File: src/hdl/sbf_consts.svh
// constants of the sideband control packet framer
`ifndef SBF_CONSTS_SVH
`define SBF_CONSTS_SVH

// packet geometry, counted in bytes
`define SBF_HDR_BYTES 13'd16
`define SBF_MIN_BODY_BYTES 13'd46
`define SBF_CODE_BYTES 12'd4
`define SBF_DEFER_LEN 12'd8
`define SBF_IDX_CODES_END 13'd19
`define SBF_IDX_POLL_END 13'd23

// header and response code field values
`define SBF_HDR_REV 8'h01
`define SBF_RESP_DEFERRED 16'h0004
`define SBF_FLAG_POLL_BIT 4

// register byte offsets
`define SBF_REG_CTRL 12'h000
`define SBF_REG_RXCNT 12'h004
`define SBF_REG_TXCNT 12'h008

// control register fields and reset value
`define SBF_CTRL_GEN_BIT 0
`define SBF_CTRL_VERIFY_BIT 1
`define SBF_CTRL_RST 2'h0

`endif

File: src/hdl/sbf_pkg.sv
// types of the sideband control packet framer
package sbf_pkg;

    // transmit sequencer states
    typedef enum logic [2:0] {
        TX_IDLE,
        TX_HDR,
        TX_CODES,
        TX_POLL,
        TX_DATA,
        TX_PAD,
        TX_CSUM,
        TX_EPAD
    } sbf_tx_e;

    typedef logic [12:0] sbf_idx_t;

endpackage

File: src/hdl/sbf_framer.sv
// response framer and command checksum checker for sideband control packets
//
// The register addresses and the APB interface to the registers were left to the implementer.
`include "sbf_consts.svh"

module sbf_framer import sbf_pkg::*; (
    input wire logic clk_i,
    input wire logic rst_b_i,
    input wire logic psel_i,
    input wire logic penable_i,
    input wire logic pwrite_i,
    input wire logic [11:0] paddr_i,
    input wire logic [31:0] pwdata_i,
    output logic [31:0] prdata_o,
    output logic pready_o,
    output logic pslverr_o,
    input wire logic tx_start_i,
    input wire logic [7:0] tx_mc_id_i,
    input wire logic [7:0] tx_iid_i,
    input wire logic [7:0] tx_type_i,
    input wire logic [7:0] tx_chan_i,
    input wire logic [15:0] tx_resp_code_i,
    input wire logic [15:0] tx_reason_code_i,
    input wire logic [15:0] tx_poll_time_i,
    input wire logic [11:0] tx_data_len_i,
    output logic tx_busy_o,
    input wire logic pl_valid_i,
    input wire logic [7:0] pl_data_i,
    output logic pl_ready_o,
    output logic out_valid_o,
    output logic [7:0] out_data_o,
    output logic out_last_o,
    input wire logic out_ready_i,
    input wire logic rx_valid_i,
    input wire logic [7:0] rx_data_i,
    input wire logic rx_last_i,
    output logic rx_accept_o,
    output logic rx_drop_o,
    output logic rx_poll_o,
    output logic [11:0] rx_plen_o
);

    // pick byte sel of a word, most significant byte first
    function automatic logic [7:0] be_byte(input logic [31:0] w, input logic [1:0] sel);
        be_byte = w[8 * (3 - int'(sel)) +: 8];
    endfunction

    // checksum offset: header plus payload rounded up to a word
    function automatic sbf_idx_t csum_off(input logic [11:0] len);
        logic [12:0] rnd;
        rnd = {1'b0, len} + 13'd3;
        csum_off = `SBF_HDR_BYTES + {rnd[12:2], 2'b00};
    endfunction

    // word contribution of one byte at a given index
    function automatic logic [31:0] word_part(input logic [7:0] b, input logic odd);
        word_part = odd ? {24'h0, b} : {16'h0, b, 8'h00};
    endfunction

    logic [1:0] ctrl_q;
    logic [15:0] rx_ok_cnt_q;
    logic [15:0] rx_bad_cnt_q;
    logic [15:0] tx_cnt_q;
    sbf_tx_e state_q;
    sbf_idx_t idx_q;
    logic [31:0] sum_q;
    logic [7:0] mc_q, iid_q, type_q, chan_q;
    logic [31:0] codes_q;
    logic [15:0] poll_q;
    logic [11:0] plen_q;
    logic defer_q;
    logic [7:0] byte_c;
    logic byte_v;
    logic buf_ready;
    logic emit;
    logic last_c;
    logic [31:0] csum_word;
    sbf_idx_t pl_end;
    logic out_v_q, out_l_q, skid_v_q, skid_l_q;
    logic [7:0] out_d_q, skid_d_q;
    logic pready_q, pslverr_q;
    logic [31:0] prdata_q;
    sbf_idx_t rx_idx_q;
    logic [11:0] rx_len_q;
    logic [31:0] rx_sum_q, rx_csum_q, rx_csum_d;
    logic rx_acc_q, rx_drop_q, rx_poll_q;
    logic rx_ok;

    // apb slave: one wait state, error on unmapped offsets
    always_ff @(posedge clk_i or negedge rst_b_i) begin
        if (!rst_b_i) begin
            pready_q <= 1'b0;
            pslverr_q <= 1'b0;
            prdata_q <= 32'h0000_0000;
            ctrl_q <= `SBF_CTRL_RST;
        end else begin
            pready_q <= psel_i && penable_i && !pready_q;
            pslverr_q <= 1'b0;
            prdata_q <= 32'h0000_0000;
            if (psel_i && penable_i && !pready_q) begin
                unique case (paddr_i)
                    `SBF_REG_CTRL: begin
                        if (pwrite_i) begin
                            ctrl_q <= pwdata_i[1:0];
                        end else begin
                            prdata_q <= {30'h0, ctrl_q};
                        end
                    end
                    `SBF_REG_RXCNT: prdata_q <= pwrite_i ? 32'h0000_0000 : {rx_bad_cnt_q, rx_ok_cnt_q};
                    `SBF_REG_TXCNT: prdata_q <= pwrite_i ? 32'h0000_0000 : {16'h0, tx_cnt_q};
                    default: pslverr_q <= 1'b1;
                endcase
            end
        end
    end

    assign prdata_o = prdata_q;
    assign pready_o = pready_q;
    assign pslverr_o = pslverr_q;

    // compensation word, zero when generation is off
    assign csum_word = ctrl_q[`SBF_CTRL_GEN_BIT] ? (~sum_q + 32'h1) : 32'h0000_0000;
    assign pl_end = `SBF_HDR_BYTES + {1'b0, plen_q};

    // byte source of the transmit sequencer
    always_comb begin
        byte_c = 8'h00;
        byte_v = 1'b1;
        unique case (state_q)
            TX_IDLE: byte_v = 1'b0;
            TX_HDR: begin
                unique case (idx_q[3:0])
                    4'd0: byte_c = mc_q;
                    4'd1: byte_c = `SBF_HDR_REV;
                    4'd3: byte_c = iid_q;
                    4'd4: byte_c = type_q;
                    4'd5: byte_c = chan_q;
                    4'd6: byte_c = {4'h0, plen_q[11:8]};
                    4'd7: byte_c = plen_q[7:0];
                    default: byte_c = 8'h00;
                endcase
            end
            TX_CODES: byte_c = be_byte(codes_q, idx_q[1:0]);
            TX_POLL: byte_c = be_byte({16'h0, poll_q}, idx_q[1:0]);
            TX_DATA: begin
                byte_c = pl_data_i;
                byte_v = pl_valid_i;
            end
            TX_PAD: byte_c = 8'h00;
            TX_CSUM: byte_c = be_byte(csum_word, idx_q[1:0]);
            TX_EPAD: byte_c = 8'h00;
        endcase
    end

    assign emit = byte_v && buf_ready;
    assign pl_ready_o = (state_q == TX_DATA) && buf_ready;
    assign tx_busy_o = (state_q != TX_IDLE);
    assign last_c = ((state_q == TX_CSUM) && (idx_q[1:0] == 2'd3) && (idx_q >= `SBF_MIN_BODY_BYTES - 13'd1))
        || ((state_q == TX_EPAD) && (idx_q == `SBF_MIN_BODY_BYTES - 13'd1));

    // transmit sequencer
    always_ff @(posedge clk_i or negedge rst_b_i) begin
        if (!rst_b_i) begin
            state_q <= TX_IDLE;
            idx_q <= 13'd0;
        end else if (state_q == TX_IDLE) begin
            idx_q <= 13'd0;
            if (tx_start_i) begin
                state_q <= TX_HDR;
            end
        end else if (emit) begin
            idx_q <= idx_q + 13'd1;
            unique case (state_q)
                TX_HDR: if (idx_q == `SBF_HDR_BYTES - 13'd1) state_q <= TX_CODES;
                TX_CODES: begin
                    if (idx_q == `SBF_IDX_CODES_END) begin
                        if (defer_q) state_q <= TX_POLL;
                        else if (plen_q == `SBF_CODE_BYTES) state_q <= TX_CSUM;
                        else state_q <= TX_DATA;
                    end
                end
                TX_POLL: if (idx_q == `SBF_IDX_POLL_END) state_q <= TX_CSUM;
                TX_DATA: begin
                    if (idx_q == pl_end - 13'd1) begin
                        state_q <= (pl_end[1:0] != 2'd0) ? TX_PAD : TX_CSUM;
                    end
                end
                TX_PAD: if (idx_q[1:0] == 2'd3) state_q <= TX_CSUM;
                TX_CSUM: begin
                    if (idx_q[1:0] == 2'd3) begin
                        state_q <= last_c ? TX_IDLE : TX_EPAD;
                    end
                end
                TX_EPAD: if (last_c) state_q <= TX_IDLE;
                default: state_q <= TX_IDLE;
            endcase
        end
    end

    // response fields latched at start
    always_ff @(posedge clk_i or negedge rst_b_i) begin
        if (!rst_b_i) begin
            mc_q <= 8'h00;
            iid_q <= 8'h00;
            type_q <= 8'h00;
            chan_q <= 8'h00;
            codes_q <= 32'h0000_0000;
            poll_q <= 16'h0000;
            plen_q <= 12'h000;
            defer_q <= 1'b0;
        end else if (state_q == TX_IDLE && tx_start_i) begin
            mc_q <= tx_mc_id_i;
            iid_q <= tx_iid_i;
            type_q <= tx_type_i;
            chan_q <= tx_chan_i;
            codes_q <= {tx_resp_code_i, tx_reason_code_i};
            poll_q <= tx_poll_time_i;
            defer_q <= (tx_resp_code_i == `SBF_RESP_DEFERRED);
            plen_q <= (tx_resp_code_i == `SBF_RESP_DEFERRED) ? `SBF_DEFER_LEN
                : tx_data_len_i + `SBF_CODE_BYTES;
        end
    end

    // running word sum over header and payload
    always_ff @(posedge clk_i or negedge rst_b_i) begin
        if (!rst_b_i) begin
            sum_q <= 32'h0000_0000;
        end else if (state_q == TX_IDLE) begin
            sum_q <= 32'h0000_0000;
        end else if (emit && state_q inside {TX_HDR, TX_CODES, TX_POLL, TX_DATA}) begin
            sum_q <= sum_q + word_part(byte_c, idx_q[0]);
        end
    end

    // frames sent counter
    always_ff @(posedge clk_i or negedge rst_b_i) begin
        if (!rst_b_i) begin
            tx_cnt_q <= 16'h0000;
        end else if (emit && last_c) begin
            tx_cnt_q <= tx_cnt_q + 16'h1;
        end
    end

    // two-entry output buffer: output stage plus skid stage
    assign buf_ready = !skid_v_q;
    always_ff @(posedge clk_i or negedge rst_b_i) begin
        if (!rst_b_i) begin
            out_v_q <= 1'b0;
            out_d_q <= 8'h00;
            out_l_q <= 1'b0;
            skid_v_q <= 1'b0;
            skid_d_q <= 8'h00;
            skid_l_q <= 1'b0;
        end else if (!out_v_q || out_ready_i) begin
            if (skid_v_q) begin
                out_v_q <= 1'b1;
                out_d_q <= skid_d_q;
                out_l_q <= skid_l_q;
                skid_v_q <= 1'b0;
            end else begin
                out_v_q <= emit;
                out_d_q <= byte_c;
                out_l_q <= last_c;
            end
        end else if (emit) begin
            skid_v_q <= 1'b1;
            skid_d_q <= byte_c;
            skid_l_q <= last_c;
        end
    end

    assign out_valid_o = out_v_q;
    assign out_data_o = out_d_q;
    assign out_last_o = out_l_q;

    // receive: compensation bytes gathered at the rounded offset
    always_comb begin
        rx_csum_d = rx_csum_q;
        if (rx_valid_i && rx_idx_q >= csum_off(rx_len_q) && rx_idx_q < csum_off(rx_len_q) + 13'd4) begin
            rx_csum_d = {rx_csum_q[23:0], rx_data_i};
        end
    end

    // verdict: zero field or verification off accepts
    assign rx_ok = !ctrl_q[`SBF_CTRL_VERIFY_BIT] || (rx_csum_d == 32'h0000_0000)
        || (rx_sum_q + rx_csum_d == 32'h0000_0000);

    // receive checker
    always_ff @(posedge clk_i or negedge rst_b_i) begin
        if (!rst_b_i) begin
            rx_idx_q <= 13'd0;
            rx_len_q <= 12'h000;
            rx_sum_q <= 32'h0000_0000;
            rx_csum_q <= 32'h0000_0000;
            rx_acc_q <= 1'b0;
            rx_drop_q <= 1'b0;
            rx_poll_q <= 1'b0;
            rx_ok_cnt_q <= 16'h0000;
            rx_bad_cnt_q <= 16'h0000;
        end else begin
            rx_acc_q <= 1'b0;
            rx_drop_q <= 1'b0;
            if (rx_valid_i) begin
                rx_csum_q <= rx_csum_d;
                if (rx_idx_q == 13'd6) begin
                    rx_len_q[11:8] <= rx_data_i[3:0];
                    rx_poll_q <= rx_data_i[`SBF_FLAG_POLL_BIT];
                end
                if (rx_idx_q == 13'd7) rx_len_q[7:0] <= rx_data_i;
                if (rx_idx_q < csum_off(rx_len_q)) begin
                    rx_sum_q <= rx_sum_q + word_part(rx_data_i, rx_idx_q[0]);
                end
                if (rx_last_i) begin
                    rx_idx_q <= 13'd0;
                    rx_sum_q <= 32'h0000_0000;
                    rx_csum_q <= 32'h0000_0000;
                    rx_acc_q <= rx_ok;
                    rx_drop_q <= !rx_ok;
                    if (rx_ok) rx_ok_cnt_q <= rx_ok_cnt_q + 16'h1;
                    else rx_bad_cnt_q <= rx_bad_cnt_q + 16'h1;
                end else if (rx_idx_q != 13'h1FFF) begin
                    rx_idx_q <= rx_idx_q + 13'd1;
                end
            end
        end
    end

    assign rx_accept_o = rx_acc_q;
    assign rx_drop_o = rx_drop_q;
    assign rx_poll_o = rx_poll_q;
    assign rx_plen_o = rx_len_q;
endmodule // sbf_framer

File: config.mk
export PLATFORM = sky130hd
export DESIGN_NAME = sbf_framer
export DESIGN_NICKNAME = d
export VERILOG_FILES = /design/src/hdl/sbf_pkg.sv /design/src/hdl/sbf_framer.sv
export VERILOG_INCLUDE_DIRS = /design/src /design/src/hdl
export SDC_FILE = /design/constraint.sdc
export NUM_CORES = 1
export LEC_CHECK = 0
export ABC_AREA = 1
export BUFFER_PORTS_ARGS = -buffer_cell sky130_fd_sc_hd__buf_2
export CAP_MARGIN = 15
export CORE_MARGIN = 5
export CORE_UTILIZATION = 58
export CTS_CLUSTER_SIZE = 16
export DETAILED_ROUTE_END_ITERATION = 8
export GPL_TIMING_DRIVEN = 0
export PLACE_DENSITY = 0.74
export REMOVE_ABC_BUFFERS = 1
export SYNTH_ARGS = -nofsm -noshare
export SYNTH_HDL_FRONTEND = slang
export SYNTH_SLANG_ARGS = --single-unit
File: constraint.sdc
create_clock -name clk_i -period 7.5 [get_ports clk_i]
set_input_delay 0.75 -clock clk_i [delete_from_list [all_inputs] [get_ports clk_i]]
set_output_delay 0.75 -clock clk_i [all_outputs]
set_load 0.05 [all_outputs]
==> flow_summary.yaml, run 1 <==
die:
  fp-row-count: 72
  die_area_mm2: 0.0433
  ioPinCount: 223
  dieWidth_um: 208
  fp.dieH_um: 208
  coreArea_mm2: 0.0387
  initial_core_util: 0.588
worst_setup_path:
  worstSetupEndpointType: "flop"
  critical_path.slowest_cell: "dfrtp_1"
  cp_top_family: "simple AND/OR/NAND/NOR gates"
  slowest_delay_ps: 410
  crit_required_ps: 7950
  crit_buf_inv: 6
  worstSetupStartpointType: "flop"
  cp.arrival_ps: 7330
  criticalPathCategory: "flop to flop"
  worst_path_most_repeated_cell: "nand2_1"
  path_max_fanout: 20
routing:
  wire_per_inst_um: 17.2
  vias: 22942
  drc_errors: 0
  routed_wl_um: 69300
  drt-pass1-iter-count: 6
  ant_nets: 0
  drtIter0Drc: 2101
  vias_per_cell: 5.68
logic_synthesis:
  yosysSeqAreaShare: 0.370
  yosys_register_bits: 337
  async_flop_share: 1.00
  yosys_warnings: 0
  synth_most_common_cell: "nand2_1"
  synth.distinct_cells: 56
  ys_top_cells_by_count: "nand2_1 (994), inv_1 (464), dfrtp_1 (337)"
  yosys.area.top_type: "dfrtp_1"
  synthesis.area_mm2: 0.0228
  synth_edf_count: 0
  avgSynthCellArea_um2: 6.87
  synth_top_cell_area_share: 0.370
  synth_flop_cell: "dfrtp_1"
  synthTopCellsByArea: "dfrtp_1 (37%), nand2_1 (16%), inv_1 (7.6%), ha_1 (5.7%), nand3_1 (5.2%)"
  netlist_instances: 3318
final_layout:
  area_delta_synth_final_pct: 13.2
  final_core_util: 0.666
  diodes: 0
  drive_gt1_frac: 0.0875
  final_area_mm2: 0.0258
  fin_nets: 3756
sta:
  grt_setup_unrepaired: "false"
  tightest_slew_ps: 1190
  slew_headroom: 0.203
  max_freq_mhz: 145
  period_share: 0.917
  fin_worst_skew_ps: 14.3
  setup_tns_ps: 0
  hold_viol_final: 0
  hold_slack_ps: 107
  layout_min_cycle_time_ps: 6870
  maxSlewViolCount: 0
  setup_violations: 0
clock_network:
  max-clock-path-buffers: 3
  cts_tree: "done"
  cts-root-buf: "clkbuf_16"
  clk_pin_slew_ps: 60
  clock_latency_ps: 570
  ctsHtreeMaxLevel: 2
  numClockSinks: 337
  numCtsBuffers: 40
outcome:
  status: "finished clean"
placed_design:
  dpl_cell_area_mm2: 0.0242
  io_buffers: 192
  post-dp-hpwl_um: 51400
  gp_congestion: 0.973
global_routing:
  grt_pass1_wl_um: 113000
  grt.overflow.total: 0
  grt_max_degree: 112
  antenna_found_initial: 0
  first_global_vias: 22315
  grt_usage: 0.311
pwr:
  leakage_nw: 13.7
  powerDensity_mw_per_mm2: 322
  vdd_drop_max_uv: 233
  finalPower_mw: 8.31
worst_hold_path:
  hp-class: "input port to asynchronous set/reset pin"
run:
  cap_viol_max_count: 0
[through the flow]
stage	instances	setup WS, ps
floorplan	3241	1060
global placement	3951	-853
detailed placement	3955	-350
CTS	4029	132
global route	4036	27.5
finish	4036	626
[layout make-up]
type | count | area (um^2)
sequential | 337 | 8430
clock buffer | 50 | 1120
inverter | 472 | 1770
timing repair buffer | 203 | 1170
fill | 3490 | 12900
clock inverter | 22 | 324
multi-input combinational | 2434 | 12300
tap | 518 | 648
[placed cells by master, fill, tap and decap left out, drive strengths merged, types with 87 or more instances in the layout]
cell type / instances
nor2: 302
a21oi: 161
xor2: 87
inv: 473
nor3: 87
nand2: 998
dfrtp: 337
nand3: 237
o21ai: 198
ha: 103
buf: 203
[state kept, by name (all words and copies together), names as in the netlist, 12 cells and up]
signal,cells
rx_ok_cnt_q,16
codes_q,32
rx_csum_q,32
sum_q,32
rx_plen_o,12
rx_sum_q,32
rx_idx_q,13
rx_bad_cnt_q,16
plen_q,12
tx_cnt_q,16
poll_q,16
prdata_o,32
idx_q,13
[cell families (layout without fill, tap and decap cells)]
kind of cell	Yosys count	after routing	synth area share
flops	337	337	0.370
compound gates	496	496	0.122
simple gates	1726	1728	0.316
buf+inv	549	747	0.0920
mux	2	2	0.000989
fa+ha+maj	106	106	0.0592
xor+xnor	102	102	0.0392
[power breakdown]
| part | switching, mW | internal [mW] |
|---|---|---|
| combinational | 2.46 | 1.09 |
| sequential | 0.371 | 2.23 |
| clock | 0.849 | 1.31 |
| total | 3.68 | 4.63 |
[per-layer routing]
| metal | routed length (um) | global-route usage |
|---|---|---|
| met1 | 29400 | 0.427 |
| met2 | 32000 | 0.511 |
| met3 | 4930 | 0.0336 |
| met4 | 2920 | 0.122 |
| met5 | 0 | 0 |
[worst paths after layout]
path,from,end,slack [ps],cells past startpoint
max in group asynchronous,rst_b_i,skid_d_q[2],5960,3
hold / removal,rst_b_i,rx_plen_o[9],110,1
setup reg to reg,rx_plen_o[1],rx_ok_cnt_q[11],630,45
min in group clk_i,tx_mc_id_i[6],mc_q[6],370,3
setup / recovery,rx_plen_o[1],rx_ok_cnt_q[11],630,45
hold reg to reg,pready_o,pready_o,470,1
[timing repair]
| item | in CTS | in global routing |
|---|---|---|
| hold buffers | 0 | 0 |
| pin swaps | 1 | 3 |
| setup endpoints to repair | 34 | 34 |
| cloned | 1 | 1 |
| buffers inserted | 1 | 4 |
| resized for setup | 1 | 9 |
No activity file was read; power rests on OpenSTA's default activity.
==> run 2, diff against run 1 <==
Settings changed: ABC_AREA 1 to not set, PLACE_DENSITY 0.74 to 0.75.
==> flow_summary.yaml, run 2 <==
routing:
  drtIter0Drc: 1479
  vias: 19459
  wire_per_inst_um: 19.9
  routed_wl_um: 62700
  drt-pass1-iter-count: 6
  ant_nets: 0
  drc_errors: 0
  vias_per_cell: 6.18
logic_synthesis:
  netlist_instances: 2458
  synth_flop_cell: "dfrtp_1"
  synthXorXnorAreaFrac: 0.0853
  yosys_register_bits: 337
  synth_edf_count: 0
  avgSynthCellArea_um2: 8.61
  yosys.area.top_type: "dfrtp_1"
  ys_top_cells_by_count: "nand2_1 (418), dfrtp_1 (337), nor2_1 (186)"
  synth_top_cell_area_share: 0.399
  synthMuxAreaShare: 0.0257
  synth-compound-area-share: 0.151
  synthAdderAreaFrac: 0.0642
  synth_top_family_by_area: "simple AND/OR/NAND/NOR gates"
  synth_most_common_cell: "nand2_1"
  async_flop_share: 1.00
  yosysSeqAreaShare: 0.399
  synth.distinct_cells: 74
  synthTopCellsByArea: "dfrtp_1 (40%), nand2_1 (7.4%), ha_1 (6.1%), xnor2_1 (4.8%), xor2_1 (3.7%)"
  yosys_warnings: 0
  synthesis.area_mm2: 0.0212
  synthSimpleGateAreaFrac: 0.237
global_routing:
  grt.overflow.total: 0
  grt_max_degree: 108
  grt_pass1_wl_um: 99400
  antenna_found_initial: 1
  first_global_vias: 19204
  grt_usage: 0.296
sta:
  hold_viol_final: 0
  maxSlewViolCount: 0
  period_share: 1.07
  slew_headroom: 0.135
  tightest_slew_ps: 1290
  layout_min_cycle_time_ps: 8000
  fin_ws_ps: -498
  fin_worst_skew_ps: 24.7
  hold_slack_ps: 141
  max_freq_mhz: 125
  setup_tns_ps: -13020
  setup_violations: 30
  grt_setup_unrepaired: "true"
final_layout:
  diodes: 0
  finalNonFillerCells: 3150
  drive_gt1_frac: 0.185
  area_delta_synth_final_pct: 18.9
  final_common_cell: "nand2_1"
  fin_nets: 2923
  final_area_mm2: 0.0252
  regArea_mm2: 0.00843
  fill_cells: 2853
  final_core_util: 0.692
  layout_common_cells: "nand2_1 (413), dfrtp_1 (336), buf_2 (191)"
  multi_input_area_mm2: 0.0127
die:
  initial_core_util: 0.582
  fp-row-count: 70
  die_area_mm2: 0.0404
  dieWidth_um: 201
  fp.dieH_um: 201
  coreArea_mm2: 0.0363
  ioPinCount: 223
worst_setup_path:
  criticalPathCategory: "flop to flop"
  worstSetupStartpointType: "flop"
  cp.arrival_ps: 8470
  worstSetupEndpointType: "flop"
  crit_required_ps: 7970
  critical_path.slowest_cell: "fa_2"
  crit_buf_inv: 3
  slowest_delay_ps: 510
  path_max_fanout: 7
  cp_top_family: "simple AND/OR/NAND/NOR gates"
placed_design:
  gp_congestion: 0.923
  placed_cells: 3014
  post-dp-hpwl_um: 43500
  dpl_cell_area_mm2: 0.0225
  io_buffers: 192
  preCtsSetupSlack_ps: -1740
run:
  cap_viol_max_count: 0
worst_hold_path:
  hp-class: "input port to asynchronous set/reset pin"
clock_network:
  cts-root-buf: "clkbuf_16"
  ctsHtreeMaxLevel: 2
  clk_pin_slew_ps: 60
  numClockSinks: 337
  cts_tree: "done"
  clock_latency_ps: 570
  hold_buffers: 0
  max-clock-path-buffers: 3
  numCtsBuffers: 37
outcome:
  status: "complete, but fails checks"
  violations: "negative setup slack"
pwr:
  leakage_nw: 11.9
  powerDensity_mw_per_mm2: 237
  vdd_drop_max_uv: 149
  finalPower_mw: 5.96
-- run 2: cell types whose count changed in the layout (fill, tap and decap cells not counted), moves of 25 or more --
| cell | change |
|---|---|
| buf_4 | +49 |
| nor4_1 | +26 |
| nand3_1 | -156 |
| o22ai_1 | -46 |
| o21ai_0 | -55 |
| a22oi_1 | +25 |
| nand2b_1 | +41 |
| nand2_1 | -578 |
| and3_1 | +45 |
| inv_1 | -371 |
| nor3_1 | -37 |
| a21oi_1 | -58 |
| xnor2_1 | +93 |
| nor2_1 | -114 |
-- run 2: cell type report --
cell class / instances / area share
clock inverter: 17 / 0.0101
timing repair buffer: 269 / 0.0701
sequential: 337 / 0.335
inverter: 97 / 0.0145
clock buffer: 49 / 0.0422
multi-input combinational: 1913 / 0.505
tap: 468 / 0.0233
-- run 2: path summary, 6_finish.rpt --
path	cells past startpoint	end	slack [ps]	from
setup / recovery	35	rx_ok_cnt_q[14]	-500	rx_plen_o[2]
hold / removal	1	rx_idx_q[10]	140	rst_b_i
setup reg to reg	35	rx_ok_cnt_q[14]	-500	rx_plen_o[2]
hold reg to reg	1	rx_bad_cnt_q[15]	470	rx_bad_cnt_q[15]
max in group asynchronous	3	codes_q[13]	6030	rst_b_i
min in group clk_i	3	type_q[3]	380	tx_type_i[3]
-- run 2: power breakdown --
part / total (mW) / leakage (nW) / internal (mW) / switching, mW
Clock: 1.98 / 0.642 / 1.20 / 0.777
Sequential: 2.26 / 4.53 / 1.96 / 0.297
Combinational: 1.72 / 6.72 / 0.708 / 1.01
-- run 2: cells by family after synthesis --
kind of cell,count (synthesis)
AO/OA/AOI/OAI,495
XOR/XNOR,206
adder cells (fa/ha/maj),107
buffers and inverters,210
flip-flops,337
multiplexers,51
AND/OR/NAND/NOR,1052
-- run 2: worst register-to-register path, delay by kind of cell, from the launching register on --
family / cells / cell delay [ps]
buf+inv: 3 / 340
simple gates: 15 / 3580
compound gates: 8 / 1510
fa+ha+maj: 4 / 1200
flops: 1 / 390
xor+xnor: 5 / 890
-- run 2: routing by layer --
| metal | global-route usage | wire length (um) |
|---|---|---|
| met4 | 0.112 | 2440 |
| met5 | 0 | 7 |
| met2 | 0.492 | 29800 |
| met1 | 0.395 | 26300 |
| met3 | 0.0435 | 4140 |
-- run 2: timing repair --
action	4_1_cts	5_1_grt
gates cloned	4	1
endpoints found under the setup margin	34	42
gates resized for setup	69	96
pin swaps	52	45
buffers inserted	29	36
